[config.mk]
export PLATFORM = sky130hd
export DESIGN_NAME = hdirq_top
export DESIGN_NICKNAME = d
export VERILOG_FILES = /design/src/logic/hdirq_pkg.sv /design/src/logic/hdirq_rx_watch.sv /design/src/logic/hdirq_top.sv
export SDC_FILE = /design/constraint.sdc
export NUM_CORES = 1
export LEC_CHECK = 0
export ABC_AREA = 1
export BUFFER_PORTS_ARGS = -buffer_cell sky130_fd_sc_hd__buf_2
export CORE_MARGIN = 3
export CORE_UTILIZATION = 53
export DETAILED_ROUTE_END_ITERATION = 8
export PLACE_DENSITY_LB_ADDON = 0.15
export SYNTH_ARGS = -nofsm -noshare
export SYNTH_HDL_FRONTEND = slang
export SYNTH_SLANG_ARGS = --single-unit
[constraint.sdc]
create_clock -name clk_i -period 3.5 [get_ports clk_i]
set_input_delay 0.35 -clock clk_i [delete_from_list [all_inputs] [get_ports clk_i]]
set_output_delay 0.35 -clock clk_i [all_outputs]
set_load 0.05 [all_outputs]
[src/logic/hdirq_pkg.sv]
// package: register map, field layout and event record for the link irq block
package hdirq_pkg;
   // register byte addresses (word aligned)
   localparam logic [7:0] ADDR_ENABLE = 8'h00;
   localparam logic [7:0] ADDR_STATUS = 8'h04;
   localparam logic [7:0] ADDR_RXFILL = 8'h08;
   // field positions inside the enable and status registers
   localparam int BIT_IDLE = 0;
   localparam int BIT_ABORT = 1;
   localparam int BIT_FCS = 2;
   localparam int BIT_RX_DONE = 3;
   localparam int BIT_TX_DONE = 4;
   localparam int BIT_RX_BEGIN = 5;
   localparam int BIT_TX_BEGIN = 6;
   localparam int BIT_TYPE = 7;
   // writable mask, reset values, flag octet and abort run length
   localparam logic [7:0] ENABLE_MASK = 8'h7F;
   localparam logic [7:0] ENABLE_RESET = 8'h00;
   localparam logic [7:0] STATUS_RESET = 8'h00;
   localparam logic [7:0] FLAG_OCTET = 8'h7E;
   localparam logic [2:0] ABORT_ONES = 3'h7;
   localparam logic [1:0] RST_SYNC_RESET = 2'h0;

   // inputs from the framing datapath: one-cycle event pulses, then the received bit and its valid
   typedef struct packed {
      logic tx_msg_begin_event;
      logic rx_msg_begin_event;
      logic tx_msg_done_event;
      logic rx_msg_done_event;
      logic rx_buffer_full;
      logic frame_check_fail;
      logic rx_bit_valid;
      logic rx_bit;
   } hdirq_events_t;
endpackage : hdirq_pkg

[src/logic/hdirq_rx_watch.sv]
// receive bit watcher: finds abort run and flag octet on the link bits
`timescale 1ns/10ps
module hdirq_rx_watch (
   input wire logic clk_i,
   input wire logic rst_n_i,
   input wire logic bit_valid_i,
   input wire logic bit_i,
   output logic abort_o,
   output logic idle_o
);
   logic [7:0] shift;
   logic [2:0] ones;
   wire logic [7:0] next_shift = {shift[6:0], bit_i};
   wire logic saturated = (ones == hdirq_pkg::ABORT_ONES);

   // ones counter and octet shifter advance only on valid bits
   always_ff @(posedge clk_i or negedge rst_n_i) begin
      if (!rst_n_i) begin
         shift <= 8'h00;
         ones <= 3'h0;
      end else if (bit_valid_i) begin
         shift <= next_shift;
         ones <= bit_i ? (saturated ? ones : 3'(ones + 3'h1)) : 3'h0;
      end
   end

   // pulse on the seventh consecutive one, not on longer runs
   assign abort_o = bit_valid_i && bit_i &&
                    (ones == 3'(hdirq_pkg::ABORT_ONES - 3'h1));
   // flag octet compared as bits arrive, any alignment
   assign idle_o = bit_valid_i &&
                   (next_shift == hdirq_pkg::FLAG_OCTET);
endmodule : hdirq_rx_watch

[src/logic/hdirq_top.sv]
// top: wishbone slave with link interrupt enable and status registers
//
// Behaviour
// - transmit-start event raises interrupt when its enable bit is set
// - receive-start event raises interrupt when its enable bit is set
// - transmit-end event raises interrupt when its enable bit is set
// - receive-end event raises interrupt when its enable bit is set
// - frame check error raises interrupt when its enable bit is set
// - seven consecutive received ones raise abort interrupt when enabled
// - received flag octet 0x7E raises idle interrupt when enabled
// - enable bits read/write, reset to zero, zero suppresses the interrupt
// - status bits 6:0 latch events and clear when status is read
// - receive buffer full also declares the receive-end event
//
// Local design decisions: the Wishbone slave port and the register addresses.
`timescale 1ns/10ps
module hdirq_top (
   input wire logic clk_i,
   input wire logic resetn_i,
   input wire logic wb_cyc_i,
   input wire logic wb_stb_i,
   input wire logic wb_we_i,
   input wire logic [7:0] wb_adr_i,
   input wire logic [3:0] wb_sel_i,
   input wire logic [31:0] wb_dat_i,
   output logic [31:0] wb_dat_o,
   output logic wb_ack_o,
   output logic wb_err_o,
   input wire hdirq_pkg::hdirq_events_t events_i,
   input wire logic msg_type_i,
   output logic irq_o
);
   ////////////////////////////////////////////////////////////////////
   // reset release through two flops
   logic [1:0] rst_sync;
   wire logic rst_n = rst_sync[1];

   always_ff @(posedge clk_i or negedge resetn_i) begin
      if (!resetn_i)
         rst_sync <= hdirq_pkg::RST_SYNC_RESET;
      else
         rst_sync <= {rst_sync[0], 1'b1};
   end

   ////////////////////////////////////////////////////////////////////
   // bus decode; single-cycle ack, unmapped addresses answer with err
   logic [7:0] enable;
   logic [7:0] status;
   logic rx_fill_count_en;
   logic [7:0] rx_fill_events;
   logic answered;
   wire logic req = wb_cyc_i && wb_stb_i && !answered;
   wire logic hit_en = (wb_adr_i == hdirq_pkg::ADDR_ENABLE);
   wire logic hit_st = (wb_adr_i == hdirq_pkg::ADDR_STATUS);
   wire logic hit_fc = (wb_adr_i == hdirq_pkg::ADDR_RXFILL);
   wire logic mapped = hit_en || hit_st || hit_fc;
   wire logic wr_en = req && wb_we_i && hit_en && wb_sel_i[0];
   wire logic wr_fc = req && wb_we_i && hit_fc && wb_sel_i[0];
   wire logic rd_st = req && !wb_we_i && hit_st;

   // ack/err one cycle after the request, dropped the next cycle
   always_ff @(posedge clk_i or negedge rst_n) begin
      if (!rst_n) begin
         answered <= 1'b0;
         wb_ack_o <= 1'b0;
         wb_err_o <= 1'b0;
      end else begin
         answered <= req;
         wb_ack_o <= req && mapped;
         wb_err_o <= req && !mapped;
      end
   end

   ////////////////////////////////////////////////////////////////////
   // enable register; reserved top bit held at zero
   wire logic [7:0] next_enable = wb_dat_i[7:0] &
                                  hdirq_pkg::ENABLE_MASK;

   always_ff @(posedge clk_i or negedge rst_n) begin
      if (!rst_n)
         enable <= hdirq_pkg::ENABLE_RESET;
      else if (wr_en)
         enable <= next_enable;
   end

   // spare control: counts buffer-full declarations (diagnostic)
   always_ff @(posedge clk_i or negedge rst_n) begin
      if (!rst_n) begin
         rx_fill_count_en <= 1'b0;
         rx_fill_events <= 8'h00;
      end else if (wr_fc) begin
         rx_fill_count_en <= wb_dat_i[0];
         rx_fill_events <= 8'h00;
      end else if (rx_fill_count_en && events_i.rx_buffer_full &&
                   rx_fill_events != 8'hFF) begin
         rx_fill_events <= 8'(rx_fill_events + 8'h01);
      end
   end

   ////////////////////////////////////////////////////////////////////
   // event sources
   logic abort_seen;
   logic idle_seen;

   hdirq_rx_watch hdirq_rx_watch_inst (
      .clk_i(clk_i),
      .rst_n_i(rst_n),
      .bit_valid_i(events_i.rx_bit_valid),
      .bit_i(events_i.rx_bit),
      .abort_o(abort_seen),
      .idle_o(idle_seen)
   );

   // raw event vector in status bit order; bit 7 is the type bit
   logic [6:0] raw;
   assign raw[hdirq_pkg::BIT_TX_BEGIN] = events_i.tx_msg_begin_event;
   assign raw[hdirq_pkg::BIT_RX_BEGIN] = events_i.rx_msg_begin_event;
   assign raw[hdirq_pkg::BIT_TX_DONE] = events_i.tx_msg_done_event;
   assign raw[hdirq_pkg::BIT_RX_DONE] = events_i.rx_msg_done_event ||
                                        events_i.rx_buffer_full;
   assign raw[hdirq_pkg::BIT_FCS] = events_i.frame_check_fail;
   assign raw[hdirq_pkg::BIT_ABORT] = abort_seen;
   assign raw[hdirq_pkg::BIT_IDLE] = idle_seen;

   ////////////////////////////////////////////////////////////////////
   // sticky status, cleared on read; a set in the read cycle wins
   wire logic [6:0] keep = rd_st ? 7'h00 : status[6:0];
   wire logic [6:0] next_status = keep | raw;

   always_ff @(posedge clk_i or negedge rst_n) begin
      if (!rst_n)
         status <= hdirq_pkg::STATUS_RESET;
      else
         status <= {msg_type_i, next_status};
   end

   // interrupt: any latched event whose enable is set
   wire logic [6:0] pending = status[6:0] & enable[6:0];
   // enable as it stands after this edge, so irq tracks a write at once
   wire logic [7:0] enable_d = wr_en ? next_enable : enable;
   always_ff @(posedge clk_i or negedge rst_n) begin
      if (!rst_n)
         irq_o <= 1'b0;
      else
         irq_o <= |(next_status & enable_d[6:0]);
   end

   ////////////////////////////////////////////////////////////////////
   // read data, registered with the ack
   wire logic [31:0] rd_mux =
      hit_en ? {24'h000000, enable} :
      hit_st ? {24'h000000, status} :
      hit_fc ? {23'h0, rx_fill_events, rx_fill_count_en} :
      32'h00000000;

   always_ff @(posedge clk_i or negedge rst_n) begin
      if (!rst_n)
         wb_dat_o <= 32'h00000000;
      else if (req && !wb_we_i)
         wb_dat_o <= rd_mux;
   end

   ////////////////////////////////////////////////////////////////////
   // checks
   a_reserved_zero: assert property (@(posedge clk_i) disable iff (!rst_n)
      !enable[7]) else $error("reserved enable bit set");
   a_enable_write: assert property (@(posedge clk_i) disable iff (!rst_n)
      wr_en |=> enable == ($past(wb_dat_i[7:0]) & 8'h7F))
      else $error("enable write lost");
   a_irq_follows: assert property (@(posedge clk_i) disable iff (!rst_n)
      irq_o == |pending) else $error("irq not from pending");
   a_status_clear: assert property (@(posedge clk_i) disable iff (!rst_n)
      rd_st && raw == 7'h00 |=> status[6:0] == 7'h00)
      else $error("status not cleared on read");
   a_event_sticks: assert property (@(posedge clk_i) disable iff (!rst_n)
      raw[hdirq_pkg::BIT_TX_DONE] |=> status[hdirq_pkg::BIT_TX_DONE])
      else $error("tx done lost");
   a_full_declares: assert property (@(posedge clk_i) disable iff (!rst_n)
      events_i.rx_buffer_full |=> status[hdirq_pkg::BIT_RX_DONE])
      else $error("buffer full not declared");
   a_disabled_quiet: assert property (@(posedge clk_i) disable iff (!rst_n)
      enable == 8'h00 && !wr_en |=> !irq_o)
      else $error("irq while disabled");
   a_rx_begin_irq: assert property (@(posedge clk_i) disable iff (!rst_n)
      raw[hdirq_pkg::BIT_RX_BEGIN] && enable[hdirq_pkg::BIT_RX_BEGIN] &&
      !wr_en |=> irq_o) else $error("rx begin irq missing");
   a_tx_begin_irq: assert property (@(posedge clk_i) disable iff (!rst_n)
      raw[hdirq_pkg::BIT_TX_BEGIN] && enable[hdirq_pkg::BIT_TX_BEGIN] &&
      !wr_en |=> irq_o) else $error("tx begin irq missing");
   a_fcs_irq: assert property (@(posedge clk_i) disable iff (!rst_n)
      raw[hdirq_pkg::BIT_FCS] && enable[hdirq_pkg::BIT_FCS] &&
      !wr_en |=> irq_o) else $error("fcs irq missing");
   a_rx_done_irq: assert property (@(posedge clk_i) disable iff (!rst_n)
      raw[hdirq_pkg::BIT_RX_DONE] && enable[hdirq_pkg::BIT_RX_DONE] &&
      !wr_en |=> irq_o) else $error("rx done irq missing");
   a_abort_latch: assert property (@(posedge clk_i) disable iff (!rst_n)
      abort_seen |=> status[hdirq_pkg::BIT_ABORT])
      else $error("abort not latched");
   a_idle_latch: assert property (@(posedge clk_i) disable iff (!rst_n)
      idle_seen |=> status[hdirq_pkg::BIT_IDLE])
      else $error("idle not latched");
   // remaining sources, read-cycle race and register upkeep
   a_rx_begin_latch: assert property (@(posedge clk_i) disable iff (!rst_n)
      raw[hdirq_pkg::BIT_RX_BEGIN] |=> status[hdirq_pkg::BIT_RX_BEGIN])
      else $error("rx begin not latched");
   a_fcs_latch: assert property (@(posedge clk_i) disable iff (!rst_n)
      raw[hdirq_pkg::BIT_FCS] |=> status[hdirq_pkg::BIT_FCS])
      else $error("fcs not latched");
   a_tx_done_irq: assert property (@(posedge clk_i) disable iff (!rst_n)
      raw[hdirq_pkg::BIT_TX_DONE] && enable[hdirq_pkg::BIT_TX_DONE] &&
      !wr_en |=> irq_o) else $error("tx done irq missing");
   a_abort_irq: assert property (@(posedge clk_i) disable iff (!rst_n)
      abort_seen && enable[hdirq_pkg::BIT_ABORT] && !wr_en |=> irq_o)
      else $error("abort irq missing");
   a_idle_irq: assert property (@(posedge clk_i) disable iff (!rst_n)
      idle_seen && enable[hdirq_pkg::BIT_IDLE] && !wr_en |=> irq_o)
      else $error("idle irq missing");
   a_set_wins: assert property (@(posedge clk_i) disable iff (!rst_n)
      rd_st |=> status[6:0] == $past(raw))
      else $error("event lost in read cycle");
   a_enable_hold: assert property (@(posedge clk_i) disable iff (!rst_n)
      !wr_en |=> $stable(enable))
      else $error("enable changed without write");
   a_reserved_read: assert property (@(posedge clk_i) disable iff (!rst_n)
      wb_ack_o && $past(req && !wb_we_i && hit_en) |-> !wb_dat_o[7])
      else $error("reserved enable bit read as one");
endmodule : hdirq_top

==> results.txt, run 1 <==
- Entering global routing, the biggest net connects 48 pins.
- Cell area after synthesis: 2590 sq um
* Hold-fix buffers, CTS: 1
- By count the netlist is led by 86 x sky130_fd_sc_hd__nand2_1, 49 x sky130_fd_sc_hd__dfrtp_1, 32 x sky130_fd_sc_hd__inv_1.
* Slew at the pin closest to its max-slew limit: 0.982 ns
* Residual antenna-violating net count after detailed routing: 0
- Run status: finished, final reports clean
- From synthesis to final layout, the design area changed by 11.2%.
- Across the routed clock network, the largest skew measured is 0.00478 ns.
* Wirelength per Cell: 11.7 um
- In this run, distinct cell masters in the synthesized netlist total 25.
- Worst endpoint data arrival time: 1.84 ns
- Max-slew violation total from the final report: 0
- Cell chain of the critical path: ha_1, nand3_1, nor3_2, a21oi_1, nand3_1, nand2_1, a21oi_1
- Setup repair bufs after CTS: 0
- The biggest area contributor in the post-synthesis netlist is sky130_fd_sc_hd__dfrtp_1.
* Aggregate global-route resource usage: 0.179
- Of the post-synthesis cell area, the dominant cell type holds 0.474.
- CTS sink count: 49
* Worst IR Drop VDD: 284 uV
- Vias per cell: 4.84
* Worst Setup End Kind: flop
* Highest attainable clock frequency: 0.604 GHz
- Die extent in x: 75.9 um
- Number of warnings reported in the yosys synthesis log: 0
- Met3 Use GR: 0.0422
- Critical path fanouts, max: 7
- Flops & latches, synth: 49
- The H-tree was split into 2 levels.
- DR iter-0 viols: 118
- Cell with the most instances after synthesis: sky130_fd_sc_hd__nand2_1
- Overall die area: 5760 sq um
* Type of the tightest min-delay check: input pin to flop
* Number of rows created at floorplan: 24
* Critical path data required time: 3.68 ns
* Power density normalized to cell area: 456 nW/um^2
* Number of gates resized after cts: 0
* Half-perimeter wire length after detailed placement: 3790 um
* Sequential element share of the synthesized area: 0.474
- Startpoint class of the critical path: flop
- For this run, global-route usage on met2 was measured as 0.283.
- Unrepaired setup endpoints after global routing: false
- The detailed router placed 2049 vias in this run.
- Clock tree synthesis inserted a total of 5 buffers.
* Max-capacitance violation count: 0
- After filler insertion, the fill cell instance count of the layout stands at 396.
* Layout net count: 419
* Count of final setup violators: 0
- Prior to clock tree synthesis, the placed netlist has a worst setup slack of 1.79 ns.
- Worst setup slack after layout: 1.84 ns
- GRT Residual Overflow: 0
- Slowest stage cell on the critical path: sky130_fd_sc_hd__a21oi_1
- Measured along the y axis, the die boundary spans 75.9 um.
- Util after Layout: 0.635
* Maximum buffer depth of the clock tree: 2
- At the end of routability-driven placement, the weighted congestion stood at 0.785.
- The routed design could run at a clock period as short as 1.66 ns.
* Ports: 93
- Number of enable flip-flop cells after synthesis: 0
* Fraction of layout cells with a size suffix above 1: 0.207
- Most used flip-flop cell after synthesis: sky130_fd_sc_hd__dfrtp_1
- Area of the core region: 4530 sq um
* Asr flop ratio synth: 1.00
- Power after layout: 1310 uW
- The first global-routing pass estimated 7680 um of wire.
- Input and output buffers added on the ports amount to 41.
- Top cells by area in the synthesized netlist: sky130_fd_sc_hd__dfrtp_1 47%, sky130_fd_sc_hd__nand2_1 12%, sky130_fd_sc_hd__buf_4 6.7%
* Initial Utilization: 0.571
- Leakage power: 0.00165 uW
- Crit path largest cell delay: 0.42 ns
* TritonCTS clock tree: yes
- After global routing, the most crowded layer is met2.
* Total length of routed wires: 4970 um
* Number of global-route vias before repair: 1693
* Post-route DRC violation count: 0
* Cells after Synth: 312
- Clock-pin slew was measured on the worst setup and hold paths at 0.08 ns.
- Summed over all failing endpoints, the final setup total negative slack is 0 ns.
- Clock root buffer master: sky130_fd_sc_hd__clkbuf_8
* Number of endpoints with negative hold slack in the final report: 0
- First-pass detailed-route iteration total: 5
- Portion of the clock cycle consumed by the worst path in the final layout: 0.473
- The worst pin sits at a relative slew slack of 0.345.
- The clock reaches the later pin of the worst-skew pair after 0.30 ns.
* Critical Setup Path Class: flop to flop
- For met1 alone, demand over resource in global routing was 0.247.
- The number of antenna violations at the first check in global routing was 0.
- A synthesized cell averages 8.30 sq um.
- Number of antenna diodes: 0
-- power breakdown --
| group | internal (uW) | switching [uW] |
|---|---|---|
| sequential | 628 | 54.1 |
| combinational | 76.0 | 196 |
| clock | 179 | 180 |
| total | 882 | 430 |
-- placed cells by master (no fill, tap or decap) --
cell / count
sky130_fd_sc_hd__nor2_1: 13
sky130_fd_sc_hd__nand2_1: 86
sky130_fd_sc_hd__inv_2: 1
sky130_fd_sc_hd__nand3_2: 3
sky130_fd_sc_hd__o21ai_1: 7
sky130_fd_sc_hd__a21oi_1: 15
sky130_fd_sc_hd__nand2_4: 4
sky130_fd_sc_hd__dfrtp_2: 1
sky130_fd_sc_hd__nand4_1: 1
sky130_fd_sc_hd__nor2_2: 2
sky130_fd_sc_hd__xor2_1: 1
sky130_fd_sc_hd__nor2_4: 2
sky130_fd_sc_hd__inv_1: 32
sky130_fd_sc_hd__nand3_1: 14
sky130_fd_sc_hd__ha_1: 4
sky130_fd_sc_hd__nor3_1: 14
sky130_fd_sc_hd__o21ai_0: 23
sky130_fd_sc_hd__dlygate4sd3_1: 1
sky130_fd_sc_hd__nor2_8: 3
sky130_fd_sc_hd__nor3_2: 1
sky130_fd_sc_hd__nand3b_1: 1
sky130_fd_sc_hd__clkinv_2: 1
sky130_fd_sc_hd__buf_2: 41
sky130_fd_sc_hd__nand2_2: 8
sky130_fd_sc_hd__conb_1: 24
sky130_fd_sc_hd__dfrtp_1: 48
sky130_fd_sc_hd__clkbuf_8: 7
-- stage by stage --
| step | hold slack, ns | instances | area, sq um |
|---|---|---|---|
| after floorplan | 0.0544 | 334 | 2670 |
| after global placement | 0.135 | 414 | 2770 |
| after detailed placement | 0.136 | 414 | 2770 |
| after CTS | 0.142 | 423 | 2880 |
| after global routing | 0.150 | 423 | 2880 |
| final | 0.157 | 423 | 2880 |
-- final timing paths --
check	to	startpoint	slack [ns]	depth (start not counted)
worst min-delay path	status[7]$_DFF_PN0_	msg_type_i	0.16	1
worst max-delay path	rx_fill_events[3]$_DFFE_PN0P_	rx_fill_events[1]$_DFFE_PN0P_	1.84	7
worst max register to register	rx_fill_events[3]$_DFFE_PN0P_	rx_fill_events[1]$_DFFE_PN0P_	1.84	7
worst min register to register	rst_sync[1]$_DFF_PN0_	rst_sync[0]$_DFF_PN0_	0.37	0
max in group asynchronous	wb_ack_o$_DFF_PN0_	rst_sync[1]$_DFF_PN0_	2.45	0
min in group asynchronous	rst_sync[1]$_DFF_PN0_	resetn_i	0.36	2
-- layout make-up --
class / instances / area [sq um] / area share
clock buffers: 7 / 96.3 / 0.0335
clock inverters: 1 / 5.00 / 0.00174
inverters: 33 / 124 / 0.0430
multi-input cells: 226 / 1130 / 0.392
flip-flops and latches: 49 / 1230 / 0.426
well taps: 65 / 81.3 / 0.0282
repair buffers: 42 / 215 / 0.0748
-- critical path: cells and delay by family (launching register included) --
family                   cells  cell delay [ns]
AO/OA/AOI/OAI                2             0.47
AND/OR/NAND/NOR              4             0.46
flip-flops                   1             0.41
adder cells (fa/ha/maj)      1             0.21
-- layer usage --
| layer | share of wire | wire, um |
|---|---|---|
| met1 | 0.46 | 2280 |
| met2 | 0.46 | 2300 |
| met3 | 0.071 | 355 |
| met4 | 0.0058 | 29 |
| met5 | 0 | 0 |
-- kinds of logic (layout without fill, tap and decap cells) --
logic type	Yosys count	in the layout	synth area share
buf+inv	59	83	0.122
other cells	2	24	0.00290
simple gates	152	152	0.292
flops	49	49	0.474
fa+ha+maj	4	4	0.0193
compound gates	45	45	0.0870
xor+xnor	1	1	0.00338
-- state kept, by name (all words and copies together) (netlist names), 2 cells and up --
name,count
rst_sync,2
wb_dat_o,9
hdirq_rx_watch_inst.ones,3
enable,7
rx_fill_events,8
hdirq_rx_watch_inst.shift,7
status,8
Power figures use the tool's default switching activity.
==> inputs of run 2 (changes only) <==
- CORE_UTILIZATION: 53 -> 45
- clock period: 3.5 -> 1.4 ns (I/O delays scaled with it)
==> run 2 against run 1 <==
The run now ends with negative setup slack left. Sequential power rose to 2.5 times the previous value. Hold slack got worse by 0.12 ns. Fmax rose by 13%. Combinational power rose to 3.4 times the previous value. Cell count rose by 6.9%. Clock skew rose by 0.0034 ns. First-iteration DRC count fell by 25%. Sequential share of layout area fell by 3.7 points. Global-route usage fell by 0.40 points. Critical path depth rose by 1. Setup slack got worse by 1.9 ns.
==> results.txt, run 2 (synthesized netlist as in run 1, its figures left out) <==
- Run status: complete, but fails checks (was finished, final reports clean)
* Failing checks: negative setup slack
* CTS H-Tree Depth: 2 (unchanged)
* DR iter-0 viols: 88 (was 118)
* Number of flip-flops in the largest register: 9 (unchanged)
* Unrepaired setup endpoints after global routing: true (was false)
- Post-Route Skew: 0.00816 ns (was 0.00478 ns)
* Antenna violations before repair: 0 (unchanged)
- Clock latency on the worst-skew pair: 0.30 ns (about the same)
- Worst path bufs/invs: 1 (was 0)
* Setup Slack @ Placement: -0.120 ns (was 1.79 ns)
* Post-route DRC violation count: 0 (unchanged)
* Leakage power: 0.00178 uW (was 0.00165 uW)
* Total length of routed wires: 5780 um (was 4970 um)
- Number of antenna diodes: 0 (unchanged)
- Maximum buffer depth of the clock tree: 2 (unchanged)
* Clock transition at the registers of the reported paths: 0.09 ns (was 0.08 ns)
- Portion of the clock cycle consumed by the worst path in the final layout: 1.04 (was 0.473)
- First-pass detailed-route iteration total: 4 (was 5)
- Largest net degree at the start of global routing: 19 (was 48)
* GRT Residual Overflow: 0 (unchanged)
- Half-perimeter wire length after detailed placement: 4270 um (was 3790 um)
- The detail-routed via count per cell came to 4.80 (was 4.84).
- Highest attainable clock frequency: 0.685 GHz (was 0.604 GHz)
- The minimum period implied by the final worst setup slack was 1.46 ns (was 1.66 ns).
- The total via count in the routed design was 2171 (was 2049).
- Type of the tightest min-delay check: input pin to flop (unchanged)
- Ports: 93 (unchanged)
- Registers with the most flip-flops: wb_dat_o: 9 flops, rx_fill_events: 8 flops, status: 8 flops (unchanged)
- Final weighted congestion of routability-driven global placement: 0.835 (was 0.785)
- Area of the core region: 5340 sq um (was 4530 sq um)
- The chip height came to 81.8 um (was 75.9 um).
- The category of the worst setup path capture point was a flop (unchanged).
- The number of stages on the worst setup path was 8 (was 7).
* Wire length of the first global-routing pass: 8940 um (was 7680 um)
- Initial Utilization: 0.485 (was 0.571)
- Cell chain of the critical path: ha_2, nand3_4, nor3_4, buf_4, a21oi_4, nand3_1, nand2_1, a21oi_2 (was ha_1, nand3_1, nor3_2, a21oi_1, nand3_1, nand2_1, a21oi_1).
- Most used cells in the layout excluding fill and tap cells: 80 x sky130_fd_sc_hd__nand2_1, 48 x sky130_fd_sc_hd__dfrtp_1, 41 x sky130_fd_sc_hd__buf_2 (was 86 x sky130_fd_sc_hd__nand2_1, 48 x sky130_fd_sc_hd__dfrtp_1, 41 x sky130_fd_sc_hd__buf_2).
- The largest stage delay on the critical path was 0.40 ns (was 0.42 ns).
* Worst setup slack after layout: -0.0605 ns (was 1.84 ns)
- The most common cell after layout, fill and taps aside was sky130_fd_sc_hd__nand2_1 (unchanged).
* Die extent in x: 81.8 um (was 75.9 um)
* Area growth, synth to finish: 21.8% (was 11.2%)
- Worst endpoint data arrival time: 1.66 ns (was 1.84 ns)
- The final total power is 3450 uW (was 1310 uW).
- The aggregate global-route resource usage was 0.175 (was 0.179).
* CTS sink count: 49 (unchanged)
- The required time of the critical path came to 1.60 ns (was 3.68 ns).
- The final setup violation count is 3 (was 0).
- The number of cells traversed by the worst register-to-register path is 8 (was 7).
- Cts bufs inserted: 5 (unchanged)
* Largest Register: wb_dat_o (unchanged)
- Max-capacitance violation count: 0 (unchanged)
- Fraction of layout cells with a size suffix above 1: 0.288 (was 0.207)
- The floorplan die area was 6700 sq um (was 5760 sq um).
- Layout net count: 443 (was 419)
- Max-slew violation total from the final report: 0 (unchanged)
- The startpoint type of the worst setup path is a flop (unchanged).
- TritonCTS clock tree: yes (unchanged)
* Number of endpoints with negative hold slack in the final report: 0 (unchanged)
- Critical path fanouts, max: 7 (unchanged)
* Critical Setup Path Class: flop to flop (unchanged)
* Residual antenna-violating net count after detailed routing: 0 (unchanged)
* Power density normalized to cell area: 1100 nW/um^2 (was 456 nW/um^2)
- Kind of cell adding the most delay to the critical path: flip-flops (was compound AO/OA/AOI/OAI gates)
* Number of global-route vias before repair: 2007 (was 1693)
- The worst ir drop on vdd came to 783 uV (was 284 uV).
- Slowest stage cell on the critical path: sky130_fd_sc_hd__dfrtp_1 (was sky130_fd_sc_hd__a21oi_1)
* Port-buffer cells: 41 (unchanged)
- The detailed-route wire length per cell was 12.8 um (was 11.7 um).
* Hold path depth: 3 (was 1)
- Clock root buffer master: sky130_fd_sc_hd__clkbuf_8 (unchanged)
- The site row count was 26 (was 24).
run 2: per-stage QoR:
stage,utilization,hold WS [ns],cells,setup TNS [ns],cell area (sq um)
after floorplan,-,-0.156,334,0,2670
after global placement,0.551,-0.0753,438,-0.270,2940
after detailed placement,0.551,-0.0723,438,-0.393,2940
after CTS,0.575,0.0311,448,0,3070
after global routing,0.591,0.0395,452,-0.491,3150
final,0.591,0.0336,452,-0.0692,3150
run 2: what timing repair did:
item,in CTS,in global routing
pin swaps,0,5
buffers inserted,0,3
gates resized for setup,6,15
hold endpoints to repair,3,0
cloned,0,1
setup endpoints to repair,8,12
hold buffers,2,0
run 2: worst paths after layout:
| kind | start | end | slack [ns] |
|---|---|---|---|
| worst max-delay path | rx_fill_events[0]$_DFFE_PN0P_ | rx_fill_events[5]$_DFFE_PN0P_ | -0.06 |
| worst min-delay path | events_i[7] | status[6]$_DFF_PN0_ | 0.03 |
| worst max register to register | rx_fill_events[0]$_DFFE_PN0P_ | rx_fill_events[5]$_DFFE_PN0P_ | -0.06 |
| worst min register to register | rst_sync[1]$_DFF_PN0_ | rx_fill_events[0]$_DFFE_PN0P_ | 0.22 |
| max in group asynchronous | rst_sync[1]$_DFF_PN0_ | status[2]$_DFF_PN0_ | 0.74 |
| min in group asynchronous | resetn_i | rst_sync[1]$_DFF_PN0_ | 0.14 |
run 2: final cells by class:
type	count	area (sq um)
Tap cell	70	87.6
Timing Repair Buffer	65	415
Inverter	33	124
Multi-Input combinational cell	227	1220
Clock buffer	6	72.6
Sequential cell	49	1230
Fill cell	505	2180
Clock inverter	2	10.0
run 2: worst min-delay path, stage by stage:
cell and delay [ns]:
sky130_fd_sc_hd__buf_2 0.07, sky130_fd_sc_hd__inv_1 0.03, sky130_fd_sc_hd__nand2_2 0.06
run 2: power by group:
group / switching, uW / leakage, uW / internal [uW]
combinational: 599 / 0.00112 / 326
sequential: 143 / 0.000610 / 1570
clock: 470 / 0.0000450 / 347
run 2: routing by layer:
layer	up-vias	track usage	wire length (um)
met5	-	0	0
met4	0	0.0498	55
met3	5	0.0340	306
met2	59	0.305	2870
met1	1012	0.219	2550
li1	1095	-	-
==> inputs of run 3 (changes only) <==
- PLACE_DENSITY: not set -> 0.77
- PLACE_DENSITY_LB_ADDON: 0.15 -> not set
==> run 3 against run 2 <==
Sequential power about the same. Hold slack improved by 0.0042 ns. Cell area decreased by 1.4%. Combinational power decreased by 6.2%. Highest routed layer unchanged. First-iteration DRC count increased by 52%. Critical path type unchanged. Largest power group unchanged. Largest cell class unchanged. Wire length decreased by 7.8%. The flow still finishes with violations (negative setup slack). Cell count decreased by 0.88%. Clock power increased by 3.2%. Register-to-register slack improved by 0.04 ns.
==> results.txt, run 3 (synthesized netlist as in run 1, its figures left out) <==
- Fraction of layout cells with a size suffix above 1: 0.265 (was 0.288)
- The top fanout value on the critical path was 7 (unchanged).
- Total via count in the routed design: 2133 (was 2171)
- The worst hold slack across all endpoints was 0.0378 ns (was 0.0336 ns).
- The count of boundary I/O pins is 93 (unchanged).
- Most used cells in the layout excluding fill and tap cells: 84 x sky130_fd_sc_hd__nand2_1, 48 x sky130_fd_sc_hd__dfrtp_1, 41 x sky130_fd_sc_hd__buf_2 (was 80 x sky130_fd_sc_hd__nand2_1, 48 x sky130_fd_sc_hd__dfrtp_1, 41 x sky130_fd_sc_hd__buf_2).
- The growth of design area from synthesis to finish came to 20.1% (was 21.8%).
- Highest attainable clock frequency: 0.703 GHz (was 0.685 GHz)
- The die extent in x is 81.8 um (unchanged).
* Max-slew violation total from the final report: 0 (unchanged)
* Half-perimeter wire length after detailed placement: 4000 um (was 4270 um)
- Portion of the clock cycle consumed by the worst path in the final layout: 1.02 (was 1.04)
* Largest Register: wb_dat_o (unchanged)
- Overall die area: 6700 sq um (unchanged)
* Port-buffer cells: 41 (unchanged)
* Post-route DRC violation count: 0 (unchanged)
- The standby leakage power was 0.00175 uW (was 0.00178 uW).
* Clock latency on the worst-skew pair: 0.30 ns (about the same)
- Post-Route Skew: 0.00397 ns (was 0.00816 ns)
- Total length of routed wires: 5330 um (was 5780 um)
- The worst min-delay path class is input pin to flop (unchanged).
* Number of antenna diodes: 0 (unchanged)
- Most frequent standard cell in the layout excluding fill and tap cells: sky130_fd_sc_hd__nand2_1 (unchanged)
* Final non-filler cell total: 448 (was 452)
- The largest buffer count on any clock path is 2 (unchanged).
* Critical path data required time: 1.59 ns (was 1.60 ns)
- TritonCTS clock tree: yes (unchanged)
- Largest net degree at the start of global routing: 48 (was 19)
- Setup total negative slack: -0.0302 ns (was -0.0692 ns)
* Power density normalized to cell area: 1100 nW/um^2 (about the same)
- Cell chain of the critical path: ha_4, nand3_4, nor3_4, buf_4, a21oi_4, nand3_1, nand2_1, a21oi_1 (was ha_2, nand3_4, nor3_4, buf_4, a21oi_4, nand3_1, nand2_1, a21oi_2).
* Unrepaired setup endpoints after global routing: true (unchanged)
- Run status: complete, but fails checks (unchanged).
- Crit path largest cell delay: 0.42 ns (was 0.40 ns)
* DR iter-0 viols: 134 (was 88)
- The worst ir drop on vdd came to 675 uV (was 783 uV).
* Clock transition at the registers of the reported paths: 0.09 ns (about the same)
- The aggregate global-route resource usage was 0.169 (was 0.175).
- The starting utilization of the core area was 0.485 (unchanged).
* Wirelength per Cell: 11.9 um (was 12.8 um)
- Failing checks: negative setup slack (unchanged).
- Layout net count: 439 (was 443)
* Number of global-route vias before repair: 2021 (was 2007)
- The master of the slowest instance on the critical path was sky130_fd_sc_hd__dfrtp_1 (unchanged).
* Wire length of the first global-routing pass: 8670 um (was 8940 um)
- The detail-routed via count per cell is 4.76 (was 4.80).
* Clock root buffer master: sky130_fd_sc_hd__clkbuf_8 (unchanged)
- The area of the core came to 5340 sq um (unchanged).
- The final weighted congestion of routability-driven global placement is 0.852 (was 0.835).
- The number of clock sinks came to 49 (unchanged).
* First-pass detailed-route iteration total: 4 (unchanged)
* Number of rows created at floorplan: 26 (unchanged)
- The number of maximum-capacitance violations was 0 (unchanged).
- The number of flip-flops under the largest register name was 9 (unchanged).
* Cts bufs inserted: 5 (unchanged)
* Startpoint class of the critical path: flop (unchanged)
- The critical path class is flop to flop (unchanged).
- The minimum period implied by the final worst setup slack is 1.42 ns (was 1.46 ns).
- The placed instance count came to 433 (was 438).
* CTS H-Tree Depth: 2 (unchanged)
* Worst setup slack after layout: -0.0221 ns (was -0.0605 ns)
- GRT Residual Overflow: 0 (unchanged)
- Registers with the most flip-flops: wb_dat_o: 9 flops, rx_fill_events: 8 flops, status: 8 flops (unchanged)
* Count of final setup violators: 2 (was 3)
* Antenna violations before repair: 0 (unchanged)
* Number of endpoints with negative hold slack in the final report: 0 (unchanged)
- The number of nets with antenna violations after routing came to 0 (unchanged).
* Die Span Y: 81.8 um (unchanged)
- The arrival time at the worst endpoint was 1.62 ns (was 1.66 ns).
- Worst Setup End Kind: flop (unchanged)
==> run 3: path summary, 6_finish.rpt <==
| check | cells after the start | end | start | slack (ns) |
|---|---|---|---|---|
| hold / removal | 3 | status[4]$_DFF_PN0_ | events_i[5] | 0.04 |
| min in group asynchronous | 2 | rst_sync[1]$_DFF_PN0_ | resetn_i | 0.14 |
| setup / recovery | 8 | rx_fill_events[6]$_DFFE_PN0P_ | rx_fill_events[1]$_DFFE_PN0P_ | -0.02 |
| max in group asynchronous | 1 | wb_dat_o[3]$_DFFE_PN0P_ | rst_sync[1]$_DFF_PN0_ | 0.94 |
| setup reg to reg | 8 | rx_fill_events[6]$_DFFE_PN0P_ | rx_fill_events[1]$_DFFE_PN0P_ | -0.02 |
| hold reg to reg | 1 | hdirq_rx_watch_inst.shift[5]$_DFFE_PN0P_ | rst_sync[1]$_DFF_PN0_ | 0.25 |
==> run 3: final cells by class <==
type | count | area (sq um)
Clock buffer | 5 | 68.8
Clock inverter | 3 | 21.3
Fill cell | 489 | 2230
Inverter | 33 | 124
Multi-Input combinational cell | 227 | 1210
Sequential cell | 49 | 1230
Tap cell | 70 | 87.6
Timing Repair Buffer | 61 | 373
==> run 3: critical path: cells and delay by family (launching register included) <==
kind | cells | cell delay, ns
adders and majority gates | 1 | 0.18
AOI/OAI and AO/OA | 2 | 0.25
and+or+nand+nor | 4 | 0.32
DFF | 1 | 0.42
buffers and inverters | 1 | 0.14
==> run 3: stage by stage <==
| step | power (uW) | instance area [sq um] | setup WS, ns | util |
|---|---|---|---|---|
| final | 3420 | 3110 | -0.0221 | 0.583 |
| after global routing | 3630 | 3110 | -0.128 | 0.583 |
| after CTS | 3320 | 3020 | -0.0101 | 0.566 |
| after detailed placement | 2460 | 2890 | -0.139 | 0.542 |
| after global placement | 2430 | 2890 | -0.0775 | 0.542 |
| after floorplan | 2280 | 2670 | 0.0105 | - |
==> run 3: metal layers <==
| layer | track usage | part of all wire | vias to the layer above |
|---|---|---|---|
| met5 | 0 | 0 | - |
| met4 | 0.0764 | 0.029 | 0 |
| met3 | 0.0329 | 0.055 | 15 |
| met2 | 0.282 | 0.49 | 62 |
| met1 | 0.211 | 0.43 | 979 |
| li1 | - | - | 1077 |
==> run 3: where the power goes <==
part | total (uW) | internal, uW | switching (uW)
clock | 844 | 355 | 488
combinational | 868 | 295 | 573
sequential | 1710 | 1570 | 138
==> run 3: repair_timing <==
| action | 4_1_cts | 5_1_grt |
|---|---|---|
| setup buffers | 0 | 4 |
| endpoints found under the setup margin | 7 | 11 |
| hold endpoints to repair | 3 | 0 |
| cloned | 0 | 1 |
| gates resized for setup | 4 | 10 |
| pin swaps | 3 | 9 |
| hold buffers | 2 | 0 |
